**src/verilog/pcrc_map.svh**
```systemverilog
`ifndef PCRC_MAP_SVH
`define PCRC_MAP_SVH
`define PCRC_OFS_CTRL 4'h0
`define PCRC_OFS_TAPS 4'h4
`define PCRC_OFS_DATA 4'h8
`define PCRC_OFS_SEED 4'hc
`define PCRC_HALT_BIT 13
`define PCRC_FULL_BIT 7
`define PCRC_EMPTY_BIT 6
`define PCRC_GO_BIT 4
`define PCRC_DEPTH_BIG 5'h10
`define PCRC_DEPTH_SMALL 5'h08
`define PCRC_PLEN_SPLIT 4'h7
`define PCRC_FIFO_W 16
`define PCRC_FIFO_D 16
`define PCRC_TAP_RST 16'h0000
`define PCRC_CRC_RST 16'h0000
`define PCRC_PLEN_RST 4'h0
`endif

```
**src/verilog/pcrc_pkg.sv**
```systemverilog
package pcrc_pkg;
  typedef enum logic [1:0] {
    PCRC_IDLE = 2'b01,
    PCRC_SHIFT = 2'b10
  } pcrc_state_t;
  typedef struct packed {
    logic halt;
    logic go;
    logic [3:0] plen;
  } pcrc_ctl_t;
  typedef struct packed {
    logic act;
    logic wr;
    logic [3:0] be;
    logic [3:0] ofs;
  } pcrc_acc_t;
endpackage

```
**src/verilog/pcrc_top.sv**
```systemverilog
// Local design decisions: the register offsets and the AHB-Lite register port.
`timescale 1ns/1ps
`include "pcrc_map.svh"

module pcrc_fifo #(
  parameter int WIDTH = 16,
  parameter int DEPTH = 16
) (
  input wire logic i_clk,
  input wire logic i_nrst,
  input wire logic i_flush,
  input wire logic i_in_valid,
  output logic o_in_ready,
  input wire logic [WIDTH-1:0] i_in_data,
  output logic o_out_valid,
  input wire logic i_out_ready,
  output logic [WIDTH-1:0] o_out_data
);
  localparam int AW = $clog2(DEPTH);
  logic [WIDTH-1:0] mem_ff [DEPTH];
  logic [AW-1:0] wp_ff;
  logic [AW-1:0] rp_ff;
  logic [AW:0] lvl_ff;
  logic do_wr;
  logic do_rd;
  assign o_in_ready = (lvl_ff != (AW+1)'(DEPTH));
  assign o_out_valid = (lvl_ff != '0);
  assign o_out_data = mem_ff[rp_ff];
  assign do_wr = i_in_valid & o_in_ready;
  assign do_rd = i_out_ready & o_out_valid;

  always_ff @(posedge i_clk or negedge i_nrst)
  begin
    if (!i_nrst)
    begin
      wp_ff <= '0;
      rp_ff <= '0;
      lvl_ff <= '0;
    end
    else if (i_flush)
    begin
      wp_ff <= '0;
      rp_ff <= '0;
      lvl_ff <= '0;
    end
    else
    begin
      if (do_wr)
        wp_ff <= (wp_ff == AW'(DEPTH-1)) ? '0 : wp_ff + 1'b1;
      if (do_rd)
        rp_ff <= (rp_ff == AW'(DEPTH-1)) ? '0 : rp_ff + 1'b1;
      lvl_ff <= lvl_ff + (AW+1)'(do_wr) - (AW+1)'(do_rd);
    end
  end

  // storage carries no reset; contents are only read while level is nonzero
  genvar e;
  for (e = 0; e < DEPTH; e++)
  begin : g_ent
    always_ff @(posedge i_clk)
    begin
      if (do_wr && wp_ff == AW'(e))
        mem_ff[e] <= i_in_data;
    end
  end
endmodule

module pcrc_top
  import pcrc_pkg::*;
(
  input wire logic i_clk,
  input wire logic i_nrst,
  input wire logic i_hsel,
  input wire logic [31:0] i_haddr,
  input wire logic [1:0] i_htrans,
  input wire logic i_hwrite,
  input wire logic [2:0] i_hsize,
  input wire logic i_hready,
  input wire logic [31:0] i_hwdata,
  output logic [31:0] o_hrdata,
  output logic o_hreadyout,
  output logic o_hresp,
  input wire logic i_sleep,
  input wire logic i_idle,
  output logic o_crc_irq
);
  pcrc_ctl_t ctl_ff;
  pcrc_acc_t acc_ff;
  pcrc_acc_t nxt_acc;
  pcrc_state_t state_ff;
  pcrc_state_t nxt_state;
  logic [15:0] tap_ff;
  logic [15:0] crc_ff;
  logic [15:0] nxt_crc;
  logic [15:0] sh_ff;
  logic [15:0] nxt_sh;
  logic [15:0] hold_ff;
  logic [4:0] bits_ff;
  logic [4:0] nxt_bits;
  logic [4:0] cnt_ff;
  logic [4:0] nxt_cnt;
  logic active_ff;
  logic nxt_active;
  logic irq_ff;
  logic [31:0] rdata_ff;
  logic ready_ff;

  // address phase decode
  wire take = i_hsel & i_htrans[1] & i_hready;
  wire [1:0] lo = i_haddr[1:0];
  wire [3:0] be_byte = 4'h1 << lo;
  wire [3:0] be_half = lo[1] ? 4'hc : 4'h3;
  wire [3:0] be_sel = (i_hsize == 3'h0) ? be_byte :
                      (i_hsize == 3'h1) ? be_half : 4'hf;
  wire [3:0] ofs = {i_haddr[3:2], 2'b00};
  wire mapped = (i_haddr[31:4] == 28'h0000000);

  // data phase write strobes
  wire wr_go = acc_ff.act & acc_ff.wr;
  wire wr_ctrl = wr_go & (acc_ff.ofs == `PCRC_OFS_CTRL);
  wire wr_taps = wr_go & (acc_ff.ofs == `PCRC_OFS_TAPS);
  wire wr_data = wr_go & (acc_ff.ofs == `PCRC_OFS_DATA);
  wire wr_seed = wr_go & (acc_ff.ofs == `PCRC_OFS_SEED);

  // fifo capacity follows the word width
  wire [4:0] cap = (ctl_ff.plen > `PCRC_PLEN_SPLIT) ? `PCRC_DEPTH_SMALL : `PCRC_DEPTH_BIG;
  wire full_now = (cnt_ff == cap);
  wire empty_now = (cnt_ff == 5'h00);

  // a word is complete when its top byte lane is written
  wire top_lane = ctl_ff.plen[3] ? acc_ff.be[1] : acc_ff.be[0];
  wire [15:0] merged = {acc_ff.be[1] ? i_hwdata[15:8] : hold_ff[15:8],
                        acc_ff.be[0] ? i_hwdata[7:0] : hold_ff[7:0]};
  wire word_in = wr_data & top_lane;
  wire roll = word_in & full_now;
  logic fifo_rdy;
  logic fifo_vld;
  logic [15:0] fifo_q;
  wire push = word_in & ~full_now & fifo_rdy;

  // freeze covers sleep and idle with halt set
  wire freeze = i_sleep | (i_idle & ctl_ff.halt);
  wire run = active_ff & ~freeze & ~roll;
  wire shifting = run & (state_ff == PCRC_SHIFT) & (cnt_ff != 5'h00);
  wire word_done = shifting & (bits_ff == 5'h01);
  wire can_load = (state_ff == PCRC_IDLE) | word_done;
  wire load = run & can_load & fifo_vld;

  // lfsr step, one bit per clock
  wire [15:0] taps = {tap_ff[15:1], 1'b1};
  wire fb = crc_ff[ctl_ff.plen] ^ sh_ff[ctl_ff.plen];
  logic [15:0] crc_step;
  genvar g;
  for (g = 0; g < 16; g++)
  begin : g_lfsr
    if (g == 0)
    begin : g_b0
      assign crc_step[g] = fb;
    end
    else
    begin : g_bn
      assign crc_step[g] = (4'(g) > ctl_ff.plen) ? 1'b0 :
                           (crc_ff[g-1] ^ (taps[g] & fb));
    end
  end

  pcrc_fifo #(
    .WIDTH(`PCRC_FIFO_W),
    .DEPTH(`PCRC_FIFO_D)
  ) u_fifo (
    .i_clk(i_clk),
    .i_nrst(i_nrst),
    .i_flush(roll),
    .i_in_valid(push),
    .o_in_ready(fifo_rdy),
    .i_in_data(merged),
    .o_out_valid(fifo_vld),
    .i_out_ready(load),
    .o_out_data(fifo_q)
  );

  wire dec = word_done;
  wire inc = push;

  always_comb
  begin
    nxt_cnt = cnt_ff;
    if (roll)
      nxt_cnt = 5'h00;
    else
      nxt_cnt = cnt_ff + 5'(inc) - 5'(dec);
  end

  // starts on a go write, lingers after go clears until the fifo drains
  always_comb
  begin
    nxt_active = active_ff;
    if (wr_ctrl && acc_ff.be[0] && i_hwdata[`PCRC_GO_BIT])
      nxt_active = 1'b1;
    else if (!ctl_ff.go && empty_now)
      nxt_active = 1'b0;
  end

  always_comb
  begin
    nxt_state = state_ff;
    nxt_sh = sh_ff;
    nxt_bits = bits_ff;
    nxt_crc = crc_ff;
    if (roll)
    begin
      nxt_state = PCRC_IDLE;
      nxt_bits = 5'h00;
    end
    else
    begin
      if (shifting)
      begin
        nxt_crc = crc_step;
        nxt_sh = {sh_ff[14:0], 1'b0};
        nxt_bits = bits_ff - 5'h01;
      end
      if (load)
      begin
        nxt_state = PCRC_SHIFT;
        nxt_sh = fifo_q;
        nxt_bits = {1'b0, ctl_ff.plen} + 5'h01;
      end
      else if (word_done)
        nxt_state = PCRC_IDLE;
    end
    // a seed write overrides the engine for that cycle
    if (wr_seed)
      nxt_crc = merged;
  end

  // read mux sampled in the address phase
  wire [15:0] ctrl_rd = {2'b00, ctl_ff.halt, cnt_ff, full_now, empty_now,
                         1'b0, ctl_ff.go, ctl_ff.plen};
  wire [15:0] rd16 = (ofs == `PCRC_OFS_CTRL) ? ctrl_rd :
                     (ofs == `PCRC_OFS_TAPS) ? {tap_ff[15:1], 1'b0} :
                     (ofs == `PCRC_OFS_DATA) ? crc_ff :
                     (ofs == `PCRC_OFS_SEED) ? crc_ff : 16'h0000;
  wire [31:0] rd_word = mapped ? {16'h0000, rd16} : 32'h00000000;
  wire rd_take = take & ~i_hwrite;

  always_comb
  begin
    nxt_acc = '0;
    if (take)
    begin
      nxt_acc.act = mapped;
      nxt_acc.wr = i_hwrite;
      nxt_acc.be = be_sel;
      nxt_acc.ofs = ofs;
    end
  end

  always_ff @(posedge i_clk or negedge i_nrst)
  begin
    if (!i_nrst)
    begin
      acc_ff <= '0;
      rdata_ff <= 32'h00000000;
      ready_ff <= 1'b0;
    end
    else
    begin
      acc_ff <= nxt_acc;
      ready_ff <= 1'b1;
      if (rd_take)
        rdata_ff <= rd_word;
    end
  end

  // status bits are never written by software
  always_ff @(posedge i_clk or negedge i_nrst)
  begin
    if (!i_nrst)
    begin
      ctl_ff <= '{halt: 1'b0, go: 1'b0, plen: `PCRC_PLEN_RST};
      tap_ff <= `PCRC_TAP_RST;
    end
    else
    begin
      if (wr_ctrl && acc_ff.be[0])
      begin
        ctl_ff.go <= i_hwdata[`PCRC_GO_BIT];
        ctl_ff.plen <= i_hwdata[3:0];
      end
      if (wr_ctrl && acc_ff.be[1])
        ctl_ff.halt <= i_hwdata[`PCRC_HALT_BIT];
      if (wr_taps && acc_ff.be[0])
        tap_ff[7:1] <= i_hwdata[7:1];
      if (wr_taps && acc_ff.be[1])
        tap_ff[15:8] <= i_hwdata[15:8];
    end
  end

  always_ff @(posedge i_clk or negedge i_nrst)
  begin
    if (!i_nrst)
      hold_ff <= 16'h0000;
    else if (wr_data)
      hold_ff <= merged;
  end

  // count starts at zero so empty reads one out of reset
  always_ff @(posedge i_clk or negedge i_nrst)
  begin
    if (!i_nrst)
    begin
      cnt_ff <= 5'h00;
      active_ff <= 1'b0;
      irq_ff <= 1'b0;
    end
    else
    begin
      cnt_ff <= nxt_cnt;
      active_ff <= nxt_active;
      irq_ff <= dec & ~inc & ~roll & (cnt_ff == 5'h01);
    end
  end

  always_ff @(posedge i_clk or negedge i_nrst)
  begin
    if (!i_nrst)
    begin
      state_ff <= PCRC_IDLE;
      sh_ff <= 16'h0000;
      bits_ff <= 5'h00;
      crc_ff <= `PCRC_CRC_RST;
    end
    else
    begin
      state_ff <= nxt_state;
      sh_ff <= nxt_sh;
      bits_ff <= nxt_bits;
      crc_ff <= nxt_crc;
    end
  end

  assign o_hrdata = rdata_ff;
  assign o_hreadyout = ready_ff;
  assign o_hresp = 1'b0;
  assign o_crc_irq = irq_ff;
endmodule

```
**config.mk**
```make
export PLATFORM = sky130hd
export DESIGN_NAME = pcrc_top
export DESIGN_NICKNAME = d
export VERILOG_FILES = /design/src/verilog/pcrc_pkg.sv /design/src/verilog/pcrc_top.sv
export VERILOG_INCLUDE_DIRS = /design/src /design/src/verilog
export SDC_FILE = /design/constraint.sdc
export NUM_CORES = 1
export LEC_CHECK = 0
export BUFFER_PORTS_ARGS = -buffer_cell sky130_fd_sc_hd__buf_2
export CORE_MARGIN = 3
export CORE_UTILIZATION = 45
export DETAILED_ROUTE_END_ITERATION = 16
export GPL_TIMING_DRIVEN = 0
export PLACE_DENSITY_LB_ADDON = 0.1
export REMOVE_ABC_BUFFERS = 1
export SYNTH_ARGS = -nofsm -noshare
export SYNTH_HDL_FRONTEND = slang
export SYNTH_SLANG_ARGS = --single-unit
export TNS_END_PERCENT = 5
```
**constraint.sdc**
```tcl
create_clock -name i_clk -period 8.7 [get_ports i_clk]
set_input_delay 0.435 -clock i_clk [delete_from_list [all_inputs] [get_ports i_clk]]
set_output_delay 0.435 -clock i_clk [all_outputs]
set_load 0.02 [all_outputs]
```
==> results of run 1 <==
==> kinds of logic (layout without fill, tap and decap cells) <==
logic type	after synthesis	count (layout)	synth area share, %
DFF	375	375	62.7
and+or+nand+nor	336	336	9.98
other	2	18	0.0441
muxes	146	146	13.8
AOI/OAI and AO/OA	193	193	6.93
xor gates and xnor gates	15	15	0.860
buffers and inverters	144	214	3.79
adders and majority gates	25	25	1.93
==> cells in the mapped netlist, drive strengths merged (3+ instances only) <==
cell type	number	share of area, %
edfxtp	256	45
dfrtp	118	17
nand2	109	2.4
a21oi	68	2.0
mux4	68	9.0
nor2	64	1.4
inv	56	1.2
mux2i	54	3.2
clkbuf	45	0.99
buf	43	1.6
o21ai	42	1.2
nand4	30	1.1
a31oi	28	1.0
mux2	24	1.6
ha	23	1.7
and2	21	0.77
nor3	20	0.59
nor4	18	0.70
nand3	17	0.50
o31ai	15	0.66
and3	11	0.40
and4	9	0.48
xor2	8	0.41
or3	7	0.26
xnor2	7	0.45
a221oi	6	0.31
a22oi	6	0.26
nand4b	6	0.31
or2	6	0.22
a211oi	4	0.18
nor2b	4	0.15
o21a	4	0.18
a2111oi	3	0.26
a21o	3	0.13
nand2b	3	0.11
nand3b	3	0.13
nor4b	3	0.15
==> worst register-to-register path, cell delays in order (launching register included) <==
cell       delay, ps
dfrtp_1          470
nand4b_1         740
a2111oi_4       1060
buf_6            290
nor3_2           180
and2_1           240
ha_1             300
inv_1             40
ha_1             190
fa_1             410
a21oi_1          170
nor2_1            60
or3_1            340
a21oi_1          150
==> state kept, by name, indices dropped and copies added (netlist names) <==
register / count
acc_ff: 6
active_ff: 1
bits_ff: 5
cnt_ff: 5
crc_ff: 16
ctl_ff: 6
hold_ff: 16
o_crc_irq: 1
o_hrdata: 16
o_hreadyout: 1
sh_ff: 16
state_ff: 2
tap_ff: 15
u_fifo.lvl_ff: 5
u_fifo.mem_ff: 256
u_fifo.rp_ff: 4
u_fifo.wp_ff: 4
==> cell type report <==
type | instances | area, µm²
Fill cell | 3123 | 17800
Clock inverter | 16 | 101
Multi-Input combinational cell | 733 | 5780
Sequential cell | 375 | 10700
Clock buffer | 57 | 1190
Inverter | 56 | 210
Tap cell | 504 | 631
Timing Repair Buffer | 85 | 539
==> layer usage <==
layer	vias up	part of all wire (%)
li1	4778	-
met1	5158	45
met2	258	48
met3	63	4.7
met4	0	2.5
met5	-	0
==> report_power, final <==
part	switching, µW	internal (µW)	total [µW]
logic	533	488	1020
clock network	710	957	1670
registers	283	2020	2300
total	1530	3460	4990
==> per-stage QoR <==
| stage | instance area, µm² | hold WS (ps) | cells | power (µW) |
|---|---|---|---|---|
| final | 19100 | 107 | 1826 | 4990 |
| after global routing | 19100 | 118 | 1826 | 5250 |
| after CTS | 19100 | 75.6 | 1826 | 5050 |
| after detailed placement | 17800 | 432 | 1752 | 3370 |
| after global placement | 17600 | 454 | 1744 | 3360 |
| after floorplan | 16600 | 139 | 1164 | 3020 |
==> layout by cell type (no fill, tap or decap), types with 4 or more instances in the layout <==
cell type	netlist	routed
a211oi_1	4	4
a21oi_1	68	68
a221oi_1	6	6
a22oi_1	6	6
a31oi_1	28	28
and2_1	21	21
and3_1	11	11
and4_1	8	8
buf_2	12	75
buf_6	1	5
clkbuf_1	45	8
clkbuf_16	0	43
clkbuf_8	0	6
clkinv_1	0	8
clkinv_2	0	4
conb_1	2	18
dfrtp_1	118	115
edfxtp_1	256	256
ha_1	23	23
inv_1	56	56
mux2_2	24	24
mux2i_1	54	54
mux4_2	68	68
nand2_1	108	108
nand3_1	17	17
nand4_1	30	30
nand4b_1	6	6
nor2_1	64	62
nor2b_1	4	4
nor3_1	20	18
nor4_1	17	17
o21a_1	4	4
o21ai_0	42	41
o31ai_1	15	15
or2_2	5	5
or3_1	7	7
xnor2_1	5	5
xor2_1	8	8
==> timing repair <==
| item | 4_1_cts | 5_1_grt |
|---|---|---|
| hold endpoints to repair | 49 | 0 |
| resized for setup | 0 | 0 |
| hold buffers | 1 | 0 |
| endpoints found under the setup margin | 0 | 0 |
| buffers inserted | 0 | 0 |
==> how the worst max path moves through the flow <==
stage,end,slack (ps),cells past startpoint
detailed placement,cnt_ff[4],3980,13
floorplan,cnt_ff[4],3900,12
finish,cnt_ff[4],3990,13
CTS,cnt_ff[4],3960,13
global route,cnt_ff[4],3580,13
global placement,cnt_ff[4],1610,12
==> results by group, run 1 <==
GRT
  – GRT busiest layer: met2
  – Met2 usage: roughly 33%
  – Largest net degree at the start of global routing: 70
  – Total GRT Usage: 20.4%
  – M3 GR Usage: 3.24%
  – Total grt overflow: 0
  – First-pass GRT wire length: 63100 µm
  – Number of global-route vias before repair: ~10000
  – Met1 usage: around 28%
  – Initial antenna violation count: 0

Detailed routing
  – DR vias: 10300
  – DRC Markers: 0
  – 1st-iter DRT viols: 667
  – Post-Route WL: slightly above 40000 µm
  – DR vias/cell: about 5.6
  – DR WL/cell: 22.4 µm
  – Drt pass-1 iters: 5
  – Antenna-violating nets left: 0

Worst setup path
  – Buffers and inverters on the worst path: 2
  – Reg-to-Reg End: cnt_ff[4]
  – Reg-to-Reg Start: acc_ff[2]
  – R2R Setup Slk: 3990 ps
  – Critical path's largest stage delay: 1060 ps
  – Critical Path, Cell by Cell: nand4b_1 -> a2111oi_4 -> buf_6 -> nor3_2 -> and2_1 -> ha_1 -> inv_1 -> ha_1 -> fa_1 -> a21oi_1 -> nor2_1 -> or3_1 -> a21oi_1
  – R2r worst-path depth: 13
  – CP required: 9180 ps
  – Critical path fanouts, max: 15
  – Critical path type: reg2reg
  – Worst Setup SP: acc_ff[2]
  – Critical path arrival: 5190 ps
  – Worst path slowest cell: a2111oi_4
  – CP Launch Type: flop
  – Top Family by Delay on Critical Path: simple AND/OR/NAND/NOR gates
  – Critical Path Sink Type: flop

Synth
  – Post-synth EDFFs: 256
  – Sequential share of the synthesized area: between 60% and 70%
  – Post-Syn Area: 17000 µm²
  – Synth unique cells: 62
  – Post-synth ARST share: 31.7%
  – Mapped Cells: 1236
  – Synthesized area per cell: around 14 µm²
  – Seq cells post-synth: 375
  – Synth Warn #: 0
  – Top_reg_cell synth: edfxtp_1

Layout
  – Area growth syn-to-layout: 12.4%
  – Diodes inserted: 0
  – Ratio of cells with drive above 1 in the final layout: 19.3%
  – Core Util, Final: a little over 50%
  – Final nets: roughly 1400

Timing
  – Worst slew pin tran: around 1400 ps
  – Fin crit share: 54.2%
  – Relative slew slack: 8.04%
  – Slew Limit Fails: 0
  – Total negative setup slack: 0 ps
  – Fin crit period: 4710 ps
  – Worst clock skew: 14.2 ps
  – Achievable Freq: 212 MHz
  – Setup violators final: 0
  – RSZ-0062 raised after global routing: false
  – Final setup margin: around 4000 ps
  – Fin. Hold Viols: 0

Clock tree
  – Cts bufs inserted: 41
  – CTS clk-pin slew, worst paths: 60 ps
  – CTS tree: yes
  – CTS root buf: clkbuf_16
  – Sink Count: 375
  – H-Tree Depth: 2
  – Longest Clk Path Bufs: 3
  – Clock latency on the worst-skew pair: 560 ps

Floorplan
  – Die Ht: between 200 and 250 µm
  – Die area: ~40000 µm²
  – Initial Util: 46.0%
  – Rows: 70
  – I/O pins: 111
  – Core ar.: 37000 µm²
  – Die X: 200 µm

Power
  – PD cells: around 260 nW/µm²
  – Largest vdd supply drop: 0.152 mV
  – Leakage power: approximately 0.0063 µW

Placement
  – I/O Buffers: 76
  – Dpl ws: 3980 ps
  – Routability cong.: 0.802
  – DP HPWL: 25100 µm

Job
  – Max-capacitance violation count: 0

Hold path
  – Min-delay worst type: in2reg
  – HP Start: i_hwrite
  – Number of cells on the worst hold path: 2
  – Hold endpoint: acc_ff[8]

Status
  – Outcome: completed
Power figures use the tool's default switching activity.
==> run 2: changes to the inputs <==
ABC_AREA = 1   (was not set)
clock period = 4.35 ns   (was 8.7 ns; I/O delays follow)
==> results by group, run 2 <==
Status
  – Outcome: completed

Clock tree
  – Sink Count: 375 (unchanged)
  – CTS tree: yes
  – H-Tree Depth: 2 (unchanged)
  – Longest Clk Path Bufs: 3 (unchanged)
  – Setup bufs post-CTS: 0 (unchanged)
  – Clock latency on the worst-skew pair: 550 ps (about the same)
  – CTS clk-pin slew, worst paths: 60 ps (about the same)
  – CTS root buf: clkbuf_16
  – Cts bufs inserted: 42 (+2.4%)

Synth
  – Post-Syn Area: 17200 µm² (+1.1%)
  – Post-synth EDFFs: 256 (unchanged)
  – Count leader, synth: nand2_1
  – Commonest cells post-synth: nand2_1, edfxtp_1, nor2_1
  – Seq cells post-synth: 375 (unchanged)
  – Synth area leaders: edfxtp_1, dfrtp_1, nand2_1, o21ai_0, nor2_1
  – Synth unique cells: 54 (-13%)
  – Sequential share of the synthesized area: 62.0% (-0.65 points)
  – Post-synth ARST share: 31.7% (unchanged)
  – Yosys top cell area share: 44.7% (-0.47 points)
  – Area leader, netlist: edfxtp_1
  – Mapped Cells: 1692 (+37%)
  – Synth Warn #: 0 (unchanged)
  – Synthesized area per cell: 10.2 µm² (-26%)
  – Top_reg_cell synth: edfxtp_1

Layout
  – Largest reg by FF count: u_fifo.mem_ff
  – Ratio of cells with drive above 1 in the final layout: 12.8% (-6.5 points)
  – Most frequent cells in the layout: nand2_1, edfxtp_1, inv_1
  – Diodes inserted: 0 (unchanged)
  – Finished Cell Area: 19900 µm² (+4.0%)
  – Final nets: 1887 (+35%)
  – Max reg flops: 256 (unchanged)
  – Area used by multi-input combinational logic: 5400 µm² (-6.5%)
  – Fill count: 3378 (+8.2%)
  – Commonest non-fill, non-tap cell in the layout: nand2_1
  – Area growth syn-to-layout: 15.7%
  – Reg area: 10700 µm² (about the same)

Floorplan
  – Die Ht: 201 µm (+0.51%)
  – Die X: 201 µm (+0.51%)
  – Initial Util: 46.3% (+0.26 points)
  – I/O pins: 111 (unchanged)
  – Core ar.: 37100 µm² (+0.47%)
  – Die area: 40600 µm² (+1.0%)
  – Rows: 70 (unchanged)

Power
  – Clock Power Share: 46.4% (+13 points)
  – Leakage power: 0.00843 µW (+35%)
  – Int Power: 5930 µW (+71%)
  – Final Total Pwr: 7480 µW (+50%)
  – Switching Power: 1540 µW (+1.1%)
  – Sequential share of power: 51.3% (+5.2 points)
  – PD cells: 376 nW/µm² (+44%)
  – Switching Fraction: 20.6% (-10 points)
  – Comb pwr share: 2.3% (-18 points)
  – Largest vdd supply drop: 0.247 mV (+62%)

Timing
  – Relative slew slack: 20.5% (+12 points)
  – Slew Limit Fails: 0 (unchanged)
  – Fin crit share: 87.2% (+33 points)
  – Worst clock skew: 25.8 ps (+11.6 ps)
  – Fin crit period: 3790 ps (-920 ps)
  – Setup violators final: 0 (unchanged)
  – RSZ-0062 raised after global routing: false
  – Achievable Freq: 264 MHz (+24%)
  – Fin. Hold Viols: 0 (unchanged)
  – Hold slack: 14.4 ps (-92.9 ps)
  – Worst slew pin tran: 1190 ps (-190 ps)

GRT
  – Total grt overflow: 0 (unchanged)
  – GRT busiest layer: met2
  – Largest net degree at the start of global routing: 90 (+29%)
  – Met2 usage: 36.4% (+3.4 points)
  – First-pass GRT wire length: 69400 µm (+10%)
  – Met1 usage: 29.7% (+1.2 points)
  – M3 GR Usage: 2.78% (-0.46 points)
  – Initial antenna violation count: 0 (unchanged)
  – Number of global-route vias before repair: 12300 (+19%)
  – Total GRT Usage: 21.5% (+1.2 points)

Worst setup path
  – Critical Path, Cell by Cell: inv_2 -> nand2_1 -> nand3_2 -> nor2_4 -> nand2_4 -> o211a_2 -> nand2_8 -> inv_4 -> ha_1 -> inv_1 -> ha_1 -> inv_1 -> fa_1 -> inv_1 -> nand2_1 -> a21oi_1 -> nor2_1 -> xor2_1 -> nor2_1
  – Critical path arrival: 4210 ps (-980 ps)
  – Top Family by Delay on Critical Path: buffers and inverters
  – Critical path type: reg2reg
  – Critical Path Sink Type: flop
  – Buffers and inverters on the worst path: 5 (+3)
  – Critical path fanouts, max: 27 (+12)
  – CP Launch Type: flop
  – Critical path's largest stage delay: 560 ps (-500 ps)
  – Crit-path most repeated cell: inv_1
  – Worst path slowest cell: dfrtp_1
  – CP required: 4760 ps (-4420 ps)

Placement
  – Routability cong.: 0.831 (+3.6%)
  – I/O Buffers: 76 (unchanged)
  – DP HPWL: 28700 µm (+15%)
  – Placed inst area: 18300 µm² (+2.6%)

Hold path
  – Min-delay worst type: in2reg

Detailed routing
  – Antenna-violating nets left: 0 (unchanged)
  – DRC Markers: 0 (unchanged)
  – DR WL/cell: 19.0 µm (-15%)
  – Post-Route WL: 44100 µm (+8.0%)
  – DR vias: 12400 (+21%)
  – DR vias/cell: 5.34 (-4.9%)
  – 1st-iter DRT viols: 915 (+37%)
  – Drt pass-1 iters: 5 (unchanged)

Job
  – Max-capacitance violation count: 0 (unchanged)
## run 2: cells by family after synthesis
family / count (synthesis) / synth area share [%]
fa+ha+maj: 25 / 1.91
other cells: 2 / 0.0437
compound gates: 303 / 10.2
buf+inv: 277 / 7.13
mux: 2 / 0.131
flops: 375 / 62.0
xor+xnor: 8 / 0.408
simple gates: 700 / 18.2
## run 2: power groups by stage
stage | logic (µW) | clock network (µW) | registers, µW
floorplan | 59.4 | 0 | 3900
global placement | 144 | 0 | 3910
detailed placement | 160 | 0 | 3900
CTS | 175 | 3540 | 3830
global route | 192 | 3710 | 3830
finish | 174 | 3470 | 3830
## run 2: cell type report
| class | instances | share of cell area (%) |
|---|---|---|
| multi-input combinational | 1056 | 27.2 |
| sequential | 375 | 53.6 |
| timing repair buffer | 134 | 5.83 |
| clock buffer | 53 | 5.60 |
| inverter | 177 | 3.38 |
| tap | 504 | 3.17 |
| clock inverter | 25 | 1.21 |
## run 2: through the flow
stage | std cells | util, % | worst slack [ps] | setup TNS (ps)
final | 2324 | 53.6 | 557 | 0
after floorplan | 1608 | - | -1030 | -16540
after global routing | 2324 | 53.6 | 243 | 0
after global placement | 2188 | 47.7 | -5080 | -89600
after CTS | 2323 | 53.5 | 544 | 0
after detailed placement | 2223 | 49.3 | 545 | 0
## run 2: final timing paths
path | start | to | slack, ps | cells past startpoint
max | ctl_ff[3] | u_fifo.lvl_ff[4] | 560 | 19
min in group asynchronous | i_nrst | tap_ff[6] | 130 | 2
max in group asynchronous | i_nrst | u_fifo.rp_ff[0] | 3410 | 3
max reg2reg | ctl_ff[3] | u_fifo.lvl_ff[4] | 560 | 19
min reg2reg | sh_ff[12] | sh_ff[12] | 480 | 2
min | i_hwdata[4] | tap_ff[4] | 10 | 3
## run 2: worst reg2reg max path, stage by stage (launching register included)
cell,delay [ps]
dfrtp_1,560
inv_2,360
nand2_1,110
nand3_2,90
nor2_4,60
nand2_4,210
o211a_2,290
nand2_8,150
inv_4,350
ha_1,310
inv_1,60
ha_1,170
inv_1,60
fa_1,380
inv_1,100
nand2_1,60
a21oi_1,130
nor2_1,70
xor2_1,130
nor2_1,50
## run 2: metal layers
metal	up-vias	routed length (µm)
li1	5979	-
met2	309	21200
met1	6068	20100
met5	-	0
met3	64	1880
met4	0	906
## run 2: timing repair
item,4_1_cts,5_1_grt
setup endpoints to repair,0,0
endpoints found under the hold margin,126,0
gates resized for setup,0,0
hold buffers,22,0
==> run 3: changes to the inputs <==
CTS_BUF_LIST = sky130_fd_sc_hd__clkbuf_2   (was not set)
SLEW_MARGIN = 40   (was not set)
==> results by group, run 3 (same netlist as run 2, synthesis figures left out) <==
GRT
  – Initial antenna violation count: 1 (+1)
  – Total GRT Usage: 22.2% (+0.68 points)
  – Largest net degree at the start of global routing: 74 (-18%)
  – Number of global-route vias before repair: 12900 (+4.6%)
  – First-pass GRT wire length: 70800 µm (+2.0%)
  – Total grt overflow: 0 (unchanged)

Layout
  – Ratio of cells with drive above 1 in the final layout: 17.8% (+5.0 points)
  – Most frequent cells in the layout: nand2_1, edfxtp_1, inv_1
  – Area growth syn-to-layout: 16.4%
  – Commonest non-fill, non-tap cell in the layout: nand2_1
  – Max reg flops: 256 (unchanged)
  – Largest reg by FF count: u_fifo.mem_ff
  – Final nets: 1974 (+4.6%)

Hold path
  – Hold endpoint: tap_ff[2]
  – Min-delay worst type: in2reg
  – HP Start: i_hwdata[2]
  – Number of cells on the worst hold path: 4 (+1)

Timing
  – Achievable Freq: 256 MHz (-2.7%)
  – Total negative setup slack: 0 ps (unchanged)
  – Worst slew pin tran: 807 ps (-382 ps)
  – Worst clock skew: 61.2 ps (+35.3 ps)
  – Fin. Hold Viols: 0 (unchanged)
  – Slew Limit Fails: 0 (unchanged)
  – Fin crit share: 89.7% (+2.5 points)
  – Fin crit period: 3900 ps (+107 ps)
  – RSZ-0062 raised after global routing: false
  – Relative slew slack: 46.2% (+26 points)
  – Setup violators final: 0 (unchanged)

Floorplan
  – Core ar.: 37100 µm² (unchanged)
  – I/O pins: 111 (unchanged)
  – Initial Util: 46.3% (unchanged)
  – Die X: 201 µm (unchanged)
  – Rows: 70 (unchanged)
  – Die Ht: 201 µm (unchanged)
  – Die area: 40600 µm² (unchanged)

Worst setup path
  – CP Launch Type: flop
  – Critical path arrival: 4740 ps (+530 ps)
  – R2r worst-path depth: 16 (-3)
  – Reg-to-Reg End: u_fifo.lvl_ff[4]
  – Reg-to-Reg Start: ctl_ff[5]
  – Critical path fanouts, max: 27 (unchanged)
  – Critical path type: reg2reg
  – CP required: 5190 ps (+430 ps)
  – Critical Path Sink Type: flop
  – R2R Setup Slk: 450 ps (-110 ps)

Job
  – Max-capacitance violation count: 0 (unchanged)

Power
  – PD cells: 318 nW/µm² (-15%)
  – Largest vdd supply drop: 0.147 mV (-40%)
  – Leakage power: 0.00862 µW (+2.2%)
  – Final Total Pwr: 6370 µW (-15%)

Detailed routing
  – Antenna-violating nets left: 0 (unchanged)
  – Drt pass-1 iters: 5 (unchanged)
  – DR WL/cell: 18.3 µm (-3.7%)
  – 1st-iter DRT viols: 787 (-14%)
  – DR vias/cell: 5.25 (-1.7%)
  – DR vias: 12900 (+3.7%)
  – DRC Markers: 0 (unchanged)
  – Post-Route WL: 44800 µm (+1.6%)

Clock tree
  – Longest Clk Path Bufs: 3 (unchanged)
  – Cts bufs inserted: 97 (+130%)
  – Cts repair resizes: 0 (unchanged)
  – CTS tree: yes
  – Clock latency on the worst-skew pair: 1000 ps (+450 ps)
  – H-Tree Depth: 3 (+1)
  – CTS root buf: clkbuf_2
  – Sink Count: 375 (unchanged)
  – CTS clk-pin slew, worst paths: 100 ps (+40 ps)

Placement
  – DP HPWL: 29500 µm (+2.7%)
  – I/O Buffers: 76 (unchanged)
  – Routability cong.: 0.831 (unchanged)

Status
  – Outcome: completed
## run 3: worst max-delay path, stage by stage, from the launching register on
cell	delay (ps)
dfrtp_1	470
a211oi_4	280
dlygate4sd3_1	740
o211a_2	300
nand2_8	150
inv_4	350
ha_1	300
inv_1	60
ha_1	160
inv_1	60
fa_1	380
inv_1	100
nand2_1	60
a21oi_1	120
nor2_1	60
xor2_1	130
nor2_1	50
## run 3: stage by stage
stage	hold WS, ps	worst slack, ps	cell area, µm²	instances	util (%)
final	96.3	450	20000	2452	53.9
after global routing	14.5	122	20000	2452	53.9
after detailed placement	99.2	540	18600	2227	50.2
after floorplan	-78.1	-1030	16700	1608	-
after global placement	447	-5080	17700	2188	47.7
after CTS	4.36	423	20000	2449	53.9
## run 3: timing repair
action | 4_1_cts | 5_1_grt
hold endpoints to repair | 475 | 1
setup buffers | 0 | 0
hold buffers | 50 | 1
## run 3: power by group
part	internal, µW	total, µW	switching, µW
Combinational	79.3	201	122
Clock	892	2350	1450
Sequential	3810	3830	14.1
## run 3: routing by layer
layer / vias up / global-route usage (%) / part of all wire, %
li1: 6223 / - / -
met1: 6222 / 29.7 / 44
met2: 363 / 36.6 / 49
met3: 69 / 4.27 / 5.0
met4: 0 / 7.53 / 2.1
met5: - / 0 / 0
## run 3: worst max-delay path by stage
| stage | start | endpoint | slack, ps | cells past startpoint |
|---|---|---|---|---|
| floorplan | u_fifo.rp_ff[0] | sh_ff[12] | -1030 | 11 |
| global placement | u_fifo.rp_ff[0] | sh_ff[12] | -5080 | 9 |
| detailed placement | ctl_ff[3] | u_fifo.lvl_ff[4] | 540 | 20 |
| CTS | ctl_ff[5] | u_fifo.lvl_ff[4] | 420 | 16 |
| global route | ctl_ff[5] | u_fifo.lvl_ff[4] | 120 | 17 |
| finish | ctl_ff[5] | u_fifo.lvl_ff[4] | 450 | 16 |
## run 3: layout make-up
cell class,instances,area [µm²]
Antenna cell,2,5.00
Clock buffer,131,656
Clock inverter,41,203
Fill cell,3413,17100
Inverter,177,681
Multi-Input combinational cell,1056,5560
Sequential cell,375,10700
Tap cell,504,631
Timing Repair Buffer,166,1600
